===== config.mk =====
export PLATFORM = sky130hd
export DESIGN_NAME = iob_osc_ctrl
export DESIGN_NICKNAME = d
export VERILOG_FILES = /design/src/iob_pkg.sv /design/src/iob_nco.sv /design/src/iob_osc_ctrl.sv
export SDC_FILE = /design/constraint.sdc
export NUM_CORES = 1
export LEC_CHECK = 0
export BUFFER_PORTS_ARGS = -buffer_cell sky130_fd_sc_hd__buf_2
export CELL_PAD_IN_SITES_DETAIL_PLACEMENT = 2
export CELL_PAD_IN_SITES_GLOBAL_PLACEMENT = 2
export CORE_ASPECT_RATIO = 1.5
export CORE_MARGIN = 10
export CORE_UTILIZATION = 40
export DETAILED_ROUTE_END_ITERATION = 16
export GPL_ROUTABILITY_DRIVEN = 1
export PLACE_DENSITY = 0.92
export SLEW_MARGIN = 20
export SYNTH_ARGS = -nofsm -noshare
export SYNTH_HDL_FRONTEND = slang
export SYNTH_SLANG_ARGS = --single-unit

===== constraint.sdc =====
create_clock -name clk -period 16.82 [get_ports clk]
set_input_delay 3.364 -clock clk [delete_from_list [all_inputs] [get_ports clk]]
set_output_delay 3.364 -clock clk [all_outputs]
set_load 0.01 [all_outputs]

===== src/iob_pkg.sv =====
// Constants, register map and types for the internal oscillator block control
package iob_pkg;

  // Bus geometry
  localparam int IOB_WB_AW = 8;
  localparam int IOB_WB_DW = 32;

  // Register byte offsets
  localparam logic [7:0] IOB_TRIM_OFS   = 8'h90;
  localparam logic [7:0] IOB_CTRL_OFS   = 8'h94;
  localparam logic [7:0] IOB_STATUS_OFS = 8'h98;

  // Field layout
  localparam int IOB_TRIM_W       = 6;
  localparam int IOB_TRIM_LSB     = 0;
  localparam int IOB_FSEL_W       = 3;
  localparam int IOB_FSEL_LSB     = 4;
  localparam int IOB_ST_SLOWEN    = 0;
  localparam int IOB_ST_SLOWSRC   = 1;

  // Reset values
  localparam logic [5:0] IOB_TRIM_RST = 6'h00;
  localparam logic [2:0] IOB_FSEL_RST = 3'h0;

  // Frequency select codes
  localparam logic [2:0] IOB_FSEL_SLOW = 3'h0;
  localparam logic [2:0] IOB_FSEL_FAST = 3'h7;
  localparam int         IOB_PS_TAPS   = 6;

  // Clock and oscillator rates
  localparam longint IOB_CLK_HZ     = 200_000_000;
  localparam longint IOB_CLK_NS     = 5;
  localparam longint IOB_FAST_HZ    = 8_000_000;
  localparam longint IOB_SLOW_MHZ   = 31_250_000;
  localparam int     IOB_ACC_W      = 24;
  localparam longint IOB_ACC_SPAN   = 64'd1 << IOB_ACC_W;

  // Phase increments at the calibrated centre
  localparam logic [23:0] IOB_FAST_INC = 24'(IOB_FAST_HZ * IOB_ACC_SPAN / IOB_CLK_HZ);
  localparam logic [23:0] IOB_SLOW_INC =
    24'(IOB_SLOW_MHZ * IOB_ACC_SPAN / (IOB_CLK_HZ * 1000));

  // Trim scale: one step is 1/256, so -32 to +31 steps give -12.5 to +12.1 percent
  localparam int          IOB_TRIM_SHIFT = 8;
  localparam logic [8:0]  IOB_TRIM_UNITY = 9'h100;

  // Fast source settling: whole trim range walked in no more than 1 ms
  localparam longint IOB_FAST_SETTLE_NS = 1_000_000;
  localparam longint IOB_TRIM_SPAN      = 64;
  localparam int     IOB_FAST_STEP_CYC  =
    int'((IOB_FAST_SETTLE_NS / IOB_CLK_NS) / IOB_TRIM_SPAN);
  localparam int     IOB_STEP_W         = 12;

  // Oscillator pin modes
  typedef enum logic [1:0] {
    IOB_MODE_OTHER  = 2'b00,
    IOB_MODE_CLKOUT = 2'b01,
    IOB_MODE_ALLIO  = 2'b10
  } iob_mode_t;

endpackage


===== src/iob_nco.sv =====
// Phase-accumulator model of one trimmed oscillator, one pulse per cycle
`timescale 1ns/1ps
`default_nettype none
module iob_nco
  import iob_pkg::*;
(
  input  wire logic                           clk,     // System clock
  input  wire logic                           rst_n,   // Synchronous reset
  input  wire logic                           run,     // Oscillator enabled
  input  wire logic [iob_pkg::IOB_ACC_W-1:0]  inc,     // Phase step per clock
  output logic                                tick     // One pulse per osc period
);

  logic [IOB_ACC_W-1:0] phase_q;
  logic [IOB_ACC_W:0]   sum;

  assign sum = {1'b0, phase_q} + {1'b0, inc};

  // Phase restarts when stopped so a restart begins a full period
  always_ff @(posedge clk) begin
    if (!rst_n || !run) begin
      phase_q <= '0;
      tick    <= 1'b0;
    end else begin
      phase_q <= sum[IOB_ACC_W-1:0];
      tick    <= sum[IOB_ACC_W];
    end
  end

endmodule // iob_nco
`default_nettype wire


===== src/iob_osc_ctrl.sv =====
// Internal oscillator block control: sources, postscaler, trim and pin modes
//
// Added by the designer: the Wishbone register port.
`timescale 1ns/1ps
`default_nettype none
module iob_osc_ctrl
  import iob_pkg::*;
(
  input  wire logic                           clk,            // 200 MHz system clock
  input  wire logic                           rst_n,          // Synchronous reset
  // Wishbone classic slave
  input  wire logic                           wb_cyc_i,       // Cycle
  input  wire logic                           wb_stb_i,       // Strobe
  input  wire logic                           wb_we_i,        // Write enable
  input  wire logic [iob_pkg::IOB_WB_AW-1:0]  wb_adr_i,       // Byte address
  input  wire logic [3:0]                     wb_sel_i,       // Byte lanes
  input  wire logic [iob_pkg::IOB_WB_DW-1:0]  wb_dat_i,       // Write data
  output logic [iob_pkg::IOB_WB_DW-1:0]       wb_dat_o,       // Read data
  output logic                                wb_ack_o,       // Acknowledge
  // Clock configuration
  input  wire iob_pkg::iob_mode_t             oscMode,        // Pin mode strap
  input  wire logic                           useInternal,    // Block drives system clock
  input  wire logic                           powerUpTmrEn,   // Power-up timer enabled
  input  wire logic                           watchdogEn,     // Watchdog timer enabled
  input  wire logic                           twoSpeedEn,     // Two-speed start-up enabled
  input  wire logic                           failSafeEn,     // Fail-safe monitor enabled
  output logic                                sysTick,        // Block output clock pulse
  output logic                                slowTick,       // Slow RC pulse for watchdog
  output logic                                slowRcEnable,   // Slow RC running
  // Port bits that borrow the oscillator pins
  input  wire logic                           portBit7Out,    // Port bit seven drive value
  input  wire logic                           portBit7TrisIn, // Port bit seven is input
  input  wire logic                           portBit6Out,    // Port bit six drive value
  input  wire logic                           portBit6TrisIn, // Port bit six is input
  output logic                                portBit7In,     // Port bit seven pin level
  output logic                                portBit6In,     // Port bit six pin level
  // Oscillator pins
  input  wire logic                           oscPinOneIn,    // Pin one level
  output logic                                oscPinOneOut,   // Pin one drive value
  output logic                                oscPinOneOe_n,  // Pin one driven when low
  input  wire logic                           oscPinTwoIn,    // Pin two level
  output logic                                oscPinTwoOut,   // Pin two drive value
  output logic                                oscPinTwoOe_n   // Pin two driven when low
);

  // Signed trim scaled to a phase step; a full-range product needs 33 bits
  function automatic logic [IOB_ACC_W-1:0] trimInc(input logic [IOB_ACC_W-1:0] base,
                                                   input logic [IOB_TRIM_W-1:0] trim);
    logic [8:0]  scale;
    logic [32:0] prod;
    scale = IOB_TRIM_UNITY + {{3{trim[IOB_TRIM_W-1]}}, trim};
    prod  = {9'h000, base} * {24'h000000, scale};
    return prod[IOB_ACC_W+IOB_TRIM_SHIFT-1:IOB_TRIM_SHIFT];
  endfunction

  function automatic logic regHit(input logic [IOB_WB_AW-1:0] adr,
                                  input logic [7:0] ofs);
    return adr[IOB_WB_AW-1:2] == ofs[7:2];
  endfunction

  logic                  ackD;
  logic                  wrStb;
  logic [IOB_TRIM_W-1:0] trim_q;
  logic [IOB_FSEL_W-1:0] fsel_q;
  logic [IOB_TRIM_W-1:0] slowTrim_q;
  logic [IOB_TRIM_W-1:0] fastTrim_q;
  logic [IOB_STEP_W-1:0] step_q;
  logic                  fastTick;
  logic                  slowOsc;
  logic                  slowEnD;
  logic [IOB_PS_TAPS-1:0] psCnt_q;
  logic [IOB_PS_TAPS:1]  tapHit;
  logic                  sysTickD;
  logic [1:0]            quarter_q;
  logic [IOB_WB_DW-1:0]  rdD;

  // Bus slave: one wait state, ack for every address, unmapped reads zero
  assign ackD  = wb_cyc_i & wb_stb_i & ~wb_ack_o;
  assign wrStb = ackD & wb_we_i & wb_sel_i[0];

  always_ff @(posedge clk) begin
    if (!rst_n) begin
      wb_ack_o <= 1'b0;
    end else begin
      wb_ack_o <= ackD;
    end
  end

  always_comb begin
    rdD = '0;
    if (regHit(wb_adr_i, IOB_TRIM_OFS)) begin
      rdD[IOB_TRIM_LSB +: IOB_TRIM_W] = trim_q;
    end else if (regHit(wb_adr_i, IOB_CTRL_OFS)) begin
      rdD[IOB_FSEL_LSB +: IOB_FSEL_W] = fsel_q;
    end else if (regHit(wb_adr_i, IOB_STATUS_OFS)) begin
      rdD[IOB_ST_SLOWEN]  = slowRcEnable;
      rdD[IOB_ST_SLOWSRC] = (fsel_q == IOB_FSEL_SLOW);
    end
  end

  // Trim readback holds only what software wrote, never the settling state
  always_ff @(posedge clk) begin
    if (!rst_n) begin
      wb_dat_o <= '0;
    end else if (ackD && !wb_we_i) begin
      wb_dat_o <= rdD;
    end
  end

  // Trim register; bits 7:6 have no storage
  always_ff @(posedge clk) begin
    if (!rst_n) begin
      trim_q <= IOB_TRIM_RST;
    end else if (wrStb && regHit(wb_adr_i, IOB_TRIM_OFS)) begin
      trim_q <= wb_dat_i[IOB_TRIM_LSB +: IOB_TRIM_W];
    end
  end

  always_ff @(posedge clk) begin
    if (!rst_n) begin
      fsel_q <= IOB_FSEL_RST;
    end else if (wrStb && regHit(wb_adr_i, IOB_CTRL_OFS)) begin
      fsel_q <= wb_dat_i[IOB_FSEL_LSB +: IOB_FSEL_W];
    end
  end

  // Slow source takes the new trim at its next own edge, well inside 8 cycles
  always_ff @(posedge clk) begin
    if (!rst_n) begin
      slowTrim_q <= IOB_TRIM_RST;
    end else if (slowOsc || !slowRcEnable) begin
      slowTrim_q <= trim_q;
    end
  end

  // Fast source walks one trim step per interval, so the worst swing fits 1 ms
  always_ff @(posedge clk) begin
    if (!rst_n) begin
      step_q     <= '0;
      fastTrim_q <= IOB_TRIM_RST;
    end else if (fastTrim_q == trim_q) begin
      step_q     <= '0;
    end else if (step_q == IOB_STEP_W'(IOB_FAST_STEP_CYC - 1)) begin
      step_q     <= '0;
      if ($signed(fastTrim_q) < $signed(trim_q)) begin
        fastTrim_q <= fastTrim_q + 6'h01;
      end else begin
        fastTrim_q <= fastTrim_q - 6'h01;
      end
    end else begin
      step_q     <= step_q + 12'h001;
    end
  end

  // Slow source enable
  assign slowEnD = (useInternal && fsel_q == IOB_FSEL_SLOW) ||
                   powerUpTmrEn || watchdogEn || twoSpeedEn || failSafeEn;

  // Registered so the oscillator never sees a glitch from the feature inputs
  always_ff @(posedge clk) begin
    if (!rst_n) begin
      slowRcEnable <= 1'b0;
    end else begin
      slowRcEnable <= slowEnD;
    end
  end

  // The 8 MHz source always runs; its step carries the trim
  iob_nco u_fast (
    .clk   (clk),
    .rst_n (rst_n),
    .run   (1'b1),
    .inc   (trimInc(IOB_FAST_INC, fastTrim_q)),
    .tick  (fastTick)
  );

  iob_nco u_slow (
    .clk   (clk),
    .rst_n (rst_n),
    .run   (slowRcEnable),
    .inc   (trimInc(IOB_SLOW_INC, slowTrim_q)),
    .tick  (slowOsc)
  );

  // Postscaler: tap k divides the fast source by 2**k
  always_ff @(posedge clk) begin
    if (!rst_n) begin
      psCnt_q <= '0;
    end else if (fastTick) begin
      psCnt_q <= psCnt_q + 6'h01;
    end
  end

  for (genvar k = 1; k <= IOB_PS_TAPS; k++) begin : g_tap
    assign tapHit[k] = fastTick & (&psCnt_q[k-1:0]);
  end

  // Selection is purely from the live field, so a write changes the next pulse
  always_comb begin
    case (fsel_q)
      3'h0:    sysTickD = slowOsc;
      3'h1:    sysTickD = tapHit[6];
      3'h2:    sysTickD = tapHit[5];
      3'h3:    sysTickD = tapHit[4];
      3'h4:    sysTickD = tapHit[3];
      3'h5:    sysTickD = tapHit[2];
      3'h6:    sysTickD = tapHit[1];
      3'h7:    sysTickD = fastTick;
      default: sysTickD = 1'b0;
    endcase
  end

  always_ff @(posedge clk) begin
    if (!rst_n) begin
      sysTick <= 1'b0;
    end else begin
      sysTick <= sysTickD;
    end
  end

  // Watchdog timebase follows the retrimmed slow source directly
  always_ff @(posedge clk) begin
    if (!rst_n) begin
      slowTick <= 1'b0;
    end else begin
      slowTick <= slowOsc;
    end
  end

  // Clock-out divider: pin level flips every second system pulse
  always_ff @(posedge clk) begin
    if (!rst_n) begin
      quarter_q <= '0;
    end else if (sysTickD) begin
      quarter_q <= quarter_q + 2'h1;
    end
  end

  // Pin one is port bit seven in both internal modes and released otherwise
  always_ff @(posedge clk) begin
    if (!rst_n) begin
      oscPinOneOut  <= 1'b0;
      oscPinOneOe_n <= 1'b1;
      portBit7In    <= 1'b0;
    end else begin
      case (oscMode)
        IOB_MODE_CLKOUT, IOB_MODE_ALLIO: begin
          oscPinOneOut  <= portBit7Out;
          oscPinOneOe_n <= portBit7TrisIn;
          portBit7In    <= oscPinOneIn;
        end
        default: begin
          oscPinOneOut  <= 1'b0;
          oscPinOneOe_n <= 1'b1;
          portBit7In    <= 1'b0;
        end
      endcase
    end
  end

  // Pin two carries the clock or port bit six; a port bit reads zero while
  // the oscillator owns its pin, so stale pin levels never reach port reads
  always_ff @(posedge clk) begin
    if (!rst_n) begin
      oscPinTwoOut  <= 1'b0;
      oscPinTwoOe_n <= 1'b1;
      portBit6In    <= 1'b0;
    end else begin
      case (oscMode)
        IOB_MODE_CLKOUT: begin
          oscPinTwoOut  <= quarter_q[1];
          oscPinTwoOe_n <= 1'b0;
          portBit6In    <= 1'b0;
        end
        IOB_MODE_ALLIO: begin
          oscPinTwoOut  <= portBit6Out;
          oscPinTwoOe_n <= portBit6TrisIn;
          portBit6In    <= oscPinTwoIn;
        end
        default: begin
          oscPinTwoOut  <= 1'b0;
          oscPinTwoOe_n <= 1'b1;
          portBit6In    <= 1'b0;
        end
      endcase
    end
  end

endmodule // iob_osc_ctrl
`default_nettype wire


# ---- Word level (Yosys, flattened, before mapping)
# Index checks and enable logic that the tools add are counted.
dict set report classes {
  mux 11
  n_bitwise 13
  n_addsub 9
  n_eq_ne 14
  reduce_logical 24
  magnitude_cmp 1
  mul 2
}
# cell count
set op_table {}
lappend op_table {{adder 24 x 13 -> 25 bit} 1}
lappend op_table {{adder 24 x 21 -> 25 bit} 1}
lappend op_table {{multiplier 16 x 9 -> 25 bit, first input constant} 1}
lappend op_table {{multiplier 12 x 9 -> 21 bit, first input constant} 1}
lappend op_table {{adder 9 bit, first input constant} 2}
lappend op_table {{== test 6 bit, second input constant} 3}
lappend op_table {{adder 12 x 1 -> 12 bit, second input constant} 1}
lappend op_table {{adder 6 x 1 -> 6 bit, second input constant} 2}
lappend op_table {{== test 12 bit, second input constant} 1}
lappend op_table {{== test 3 bit, second input constant} 4}
lappend op_table {{AND 1 bit} 10}
lappend op_table {{two-way mux 2 bit} 5}
lappend op_table {{one-hot mux 1 bit (8 select lines)} 1}
lappend op_table {{AND reduction 2 bit} 4}
lappend op_table {{== test 3 x 2 -> 1 bit, second input constant} 2}
lappend op_table {{== test 6 bit} 1}
lappend op_table {{logical OR 1 bit} 6}
lappend op_table {{< comparator 6 bit} 1}
lappend op_table {{two-way mux 6 bit} 1}
lappend op_table {{AND reduction 6 bit} 1}
lappend op_table {{subtractor 6 x 1 -> 6 bit, second input constant} 1}
lappend op_table {{AND reduction 5 bit} 1}
lappend op_table {{logical AND 1 bit} 4}
lappend op_table {{one-hot mux 1 bit (2 select lines)} 2}
lappend op_table {{other kinds (13)} 17}
dict set report word_totals {
  regBits 108
  wordCells 96
}

# ---- Depth between registers and ports, before layout
dict set report logic_depth {
  depth_word 6
  depth_mapped 23
  depth_no_buf 22
}

# ---- Hierarchy
# From an unflattened synthesis, not the netlist that was laid out.
dict set report hier_totals {
  cells_unflattened 1187
  area_unflattened_um2 10119.7
}
# mod instances area_per_inst_um2 cells_each seq_area_each_um2
set by_module_without_submodules {}
lappend by_module_without_submodules {iob_osc_ctrl 1 6282.3 714 1161.1}
lappend by_module_without_submodules {{iob_nco at u_fast} 1 1921.8 239 500.5}
lappend by_module_without_submodules {{iob_nco at u_slow} 1 1915.6 234 500.5}

# ---- Worst setup path before layout
# OpenSTA, ideal clock, no wires.
dict set report synth_timing {
  path_type {flip-flop to flip-flop}
  startpoint {reg fastTrim_q[5]}
  endpoint {reg u_fast.phase_q[23]}
  arrival_time_ns 5.372
  required_time_ns 16.692
  n_path_buf 0
  stages_incl_launch_ff 23
  synth_period_minus_slack_ns 5.499
  setup_slack_ns 11.321
  path_cell_list {dfxtp_1 -> ha_1 -> inv_1 -> fa_1 -> inv_1 -> fa_1 -> inv_1 -> fa_1 -> inv_1 -> ha_1 -> o21a_1 -> o2bb2ai_1 -> a21oi_1 -> a211oi_1 -> o21bai_1 -> xor2_1 -> ha_1 -> nand4_1 -> a2111oi_2 -> a221oi_1 -> a311oi_1 -> xnor2_1 -> nor2_1}
}
dict set report synth_via {
  elab_chain_cells 3
}
# element line
set synth_rtl {}
lappend synth_rtl {{start, declared} iob_osc_ctrl.sv:66} ;# logic [IOB_TRIM_W-1:0] fastTrim_q;
lappend synth_rtl {{start signal, assigned} iob_osc_ctrl.sv:146} ;# fastTrim_q <= fastTrim_q + 6'h01;
lappend synth_rtl {{start signal, assigned} iob_osc_ctrl.sv:148} ;# fastTrim_q <= fastTrim_q - 6'h01;
lappend synth_rtl {{adder 9 bit} iob_osc_ctrl.sv:51} ;# scale = IOB_TRIM_UNITY + {{3{trim[IOB_TRIM_W-1]}}, trim};
lappend synth_rtl {{multiplier 16 x 9 -> 25 bit} iob_osc_ctrl.sv:52} ;# prod = {9'h000, base} * {24'h000000, scale};
lappend synth_rtl {{adder 24 x 21 -> 25 bit} iob_nco.sv:17} ;# assign sum = {1'b0, phase_q} + {1'b0, inc};
lappend synth_rtl {{end signal, assigned} iob_nco.sv:25} ;# phase_q <= sum[IOB_ACC_W-1:0];
lappend synth_rtl {{end, declared} iob_nco.sv:14} ;# logic [IOB_ACC_W-1:0] phase_q;
# No other way between the ends.
# A chain may end at the register's enable or synchronous reset.

# ---- Final worst setup path
# Same ends and word-level chain as after synthesis.

==> impl_metrics.py <==
metrics = {
    "floorplan": {
        "floorplan.die_area_sq_um": 29800,
        "core_sq_um": 23000,
        "initial_utilization": 0.404,
        "die_w_um": 144,
        "io_pins": 104,
        "die_h_um": 207,
        "num_rows": 68,
    },
    "place": {
        "port_buffers": 48,
        "gp_congestion": 0.815,
        "place_hpwl_um": 25000,
        "placed_cell_area_sq_um": 9700,
        "place_ws_ps": 9770,
    },
    "worst_setup_path": {
        "critPathCaptureType": "flip-flop",
        "required_ps": 17070,
        "criticalPathCategory": "reg -> reg",
        "crit_arrival_ps": 7370,
        "crit_buf_inv": 4,
        "crit_chain": "ha_1, inv_1, fa_1, inv_1, fa_1, inv_1, fa_1, inv_1, ha_1, nor3_1, and2_1, a21boi_0, nor4_1, mux2i_1, o2111ai_1, ha_1, nand4_1, a2111oi_2, a221oi_1, a311oi_1, xnor2_1, nor2_1",
        "cp_common_cell": "inv_1",
        "r2r_setup_slack_ps": 9700,
        "cp_slowest_stage_delay_ps": 660,
        "reg2reg_depth": 22,
        "cpMaxStageDelayCell": "a21boi_0",
        "cpLargestDelayFamily": "adder cells",
        "r2r-end": "u_fast.phase_q[23]",
        "reg2reg_from": "fastTrim_q[5]",
        "worstPathMaxFanout": 8,
        "cp-start-kind": "flip-flop",
    },
    "grt": {
        "antenna_found_initial": 1,
        "grt.total_usage": 0.225,
        "overflow": 0,
        "grt_max_degree": 35,
        "grt_pass1_wl_um": 52300,
        "grt_pass1_vias": 9511,
    },
    "routing": {
        "viasPerCell": 5.77,
        "ant_nets": 0,
        "drt_pass1_iterations": 7,
        "drc_errors": 0,
        "vias": 7993,
        "wire_per_inst_um": 23.7,
        "drtIter0Drc": 319,
        "drt-total-wl_um": 32800,
    },
    "clocking": {
        "cts-resized-gates": 0,
        "cts_root_buffer": "clkbuf_16",
        "clk_latency_ps": 380,
        "cts_buffers": 9,
        "htreeDepth": 3,
        "clk_transition_reported_paths_ps": 80,
        "tritoncts": "built",
        "clk_path_buf_depth": 2,
        "post_cts_buffers": 0,
        "cts_sinks": 108,
        "cts_hold_buffers": 0,
    },
    "synthesis": {
        "synth_cell_type_count": 73,
        "syn-cell-area_sq_um": 9280,
        "synth_top_cell_area_share": 0.233,
        "synth-edff-count": 0,
        "synth-async-reset-ratio": 0,
        "yosys.area.top_type": "dfxtp_1",
        "synthFlopType": "dfxtp_1",
        "avgSynthCellArea_sq_um": 8.73,
        "ys_ff_latch": 108,
        "yosysSeqAreaShare": 0.233,
        "synth_area_leaders": "dfxtp_1 23%, ha_1 19%, fa_1 9.5%",
        "synth_warnings": 0,
        "synthCells": 1063,
    },
    "power": {
        "ir_drop_mv": 0.0490,
        "p_leak_nw": 4.82,
        "power_uw": 661,
        "power_density_nw_per_um2": 66.1,
    },
    "cells_and_area": {
        "final_area_sq_um": 9990,
        "antenna_cells": 0,
        "nets": 1351,
        "layout-drive-gt1-share": 0.0769,
        "area_growth_pct": 7.57,
    },
    "timing": {
        "max_slew_margin": 0.384,
        "tightest_slew_ps": 922,
        "period_needed_ps": 7120,
        "timing.final.ws_setup_ps": 9700,
        "fin_tns_setup_ps": 0,
        "whs_ps": 468,
        "rsz0062_at_grt": "no",
        "clock.fmax_mhz": 140,
        "hold_violations": 0,
        "drv_slew": 0,
        "finalSetupViolCount": 0,
        "final.setup_skew_ps": 12.0,
        "post-route-period-util": 0.423,
    },
    "flow_run": {
        "drv_cap": 0,
    },
    "outcome": {
        "status": "finished clean",
    },
    "worst_hold_path": {
        "hold_class": "reg -> reg",
        "hold_end": "step_q[0]",
        "min_path_cells": 1,
        "min_from": "step_q[0]",
    },
}
[layout by cell type, fill, tap and decap left out, types with 23 or more instances in the layout]
cell type / n
xor2_1: 28
dfxtp_1: 108
nand2_1: 57
xnor2_1: 40
a21o_1: 23
nor2_1: 104
fa_1: 44
mux2i_1: 26
o21ai_0: 36
ha_1: 144
conb_1: 25
inv_1: 134
buf_2: 48
a21oi_1: 73
[stage by stage]
stage | instances | utilization
floorplan | 1087 | -
global placement | 1370 | 0.422
detailed placement | 1370 | 0.422
CTS | 1386 | 0.435
global route | 1386 | 0.435
finish | 1386 | 0.435
[how the worst max path moves through the flow]
stage / start / to / slack (ps) / cells after the start
floorplan: fastTrim_q[5] / u_fast.phase_q[23] / 11320 / 22
global placement: fastTrim_q[3] / u_fast.phase_q[23] / 10320 / 22
detailed placement: fastTrim_q[5] / u_fast.phase_q[23] / 9770 / 22
CTS: fastTrim_q[5] / u_fast.phase_q[23] / 9640 / 22
global route: fastTrim_q[5] / u_fast.phase_q[23] / 9250 / 22
finish: fastTrim_q[5] / u_fast.phase_q[23] / 9700 / 22
[cell usage after synthesis (18+ instances only)]
library cell,number
mux2i_1,26
fa_1,44
inv_1,134
xnor2_1,40
a21o_1,23
dfxtp_1,108
nand2_1,57
ha_1,144
nand3_1,18
nor2_1,104
xor2_1,28
buf_4,25
a21oi_1,73
clkbuf_1,20
o21ai_0,36
[cell families (layout without fill, tap and decap cells)]
group / after synthesis / count (layout) / synth area share
AND/OR/NAND/NOR: 275 / 275 / 0.142
AO/OA/AOI/OAI: 216 / 216 / 0.160
adder cells (fa/ha/maj): 188 / 188 / 0.289
buffers and inverters: 181 / 200 / 0.0834
flip-flops: 108 / 108 / 0.233
XOR/XNOR: 68 / 68 / 0.0642
multiplexers: 26 / 26 / 0.0280
other: 1 / 25 / 0.000404
[cell type report]
type	instances	area, sq um
Clock buffer	11	243
Clock inverter	5	40.0
Fill cell	2585	13000
Inverter	135	507
Multi-Input combinational cell	798	6440
Sequential cell	108	2160
Tap cell	280	350
Timing Repair Buffer	49	248
[layer usage]
layer	up-vias	GRT usage	share of wire	wire, um
met5	-	0	0.00043	14
met4	2	0.131	0.054	1770
li1	3656	-	-	-
met2	177	0.438	0.56	18300
met1	4053	0.216	0.36	11700
met3	105	0.0334	0.031	1020
[flip-flops by register name (all words and copies together), names as in the netlist, 2 cells and up]
| name | flops |
|---|---|
| fsel_q | 3 |
| wb_dat_o | 7 |
| quarter_q | 2 |
| slowTrim_q | 6 |
| u_fast.phase_q | 24 |
| u_slow.phase_q | 24 |
| trim_q | 6 |
| psCnt_q | 6 |
| step_q | 12 |
| fastTrim_q | 6 |
[report_power, final]
| part | leakage (nW) | internal, mW | total (mW) | switching [mW] |
|---|---|---|---|---|
| clock network | 0.141 | 0.107 | 0.221 | 0.115 |
| logic | 3.80 | 0.0600 | 0.161 | 0.101 |
| registers | 0.878 | 0.270 | 0.279 | 0.00810 |
Power figures use the tool's default switching activity.
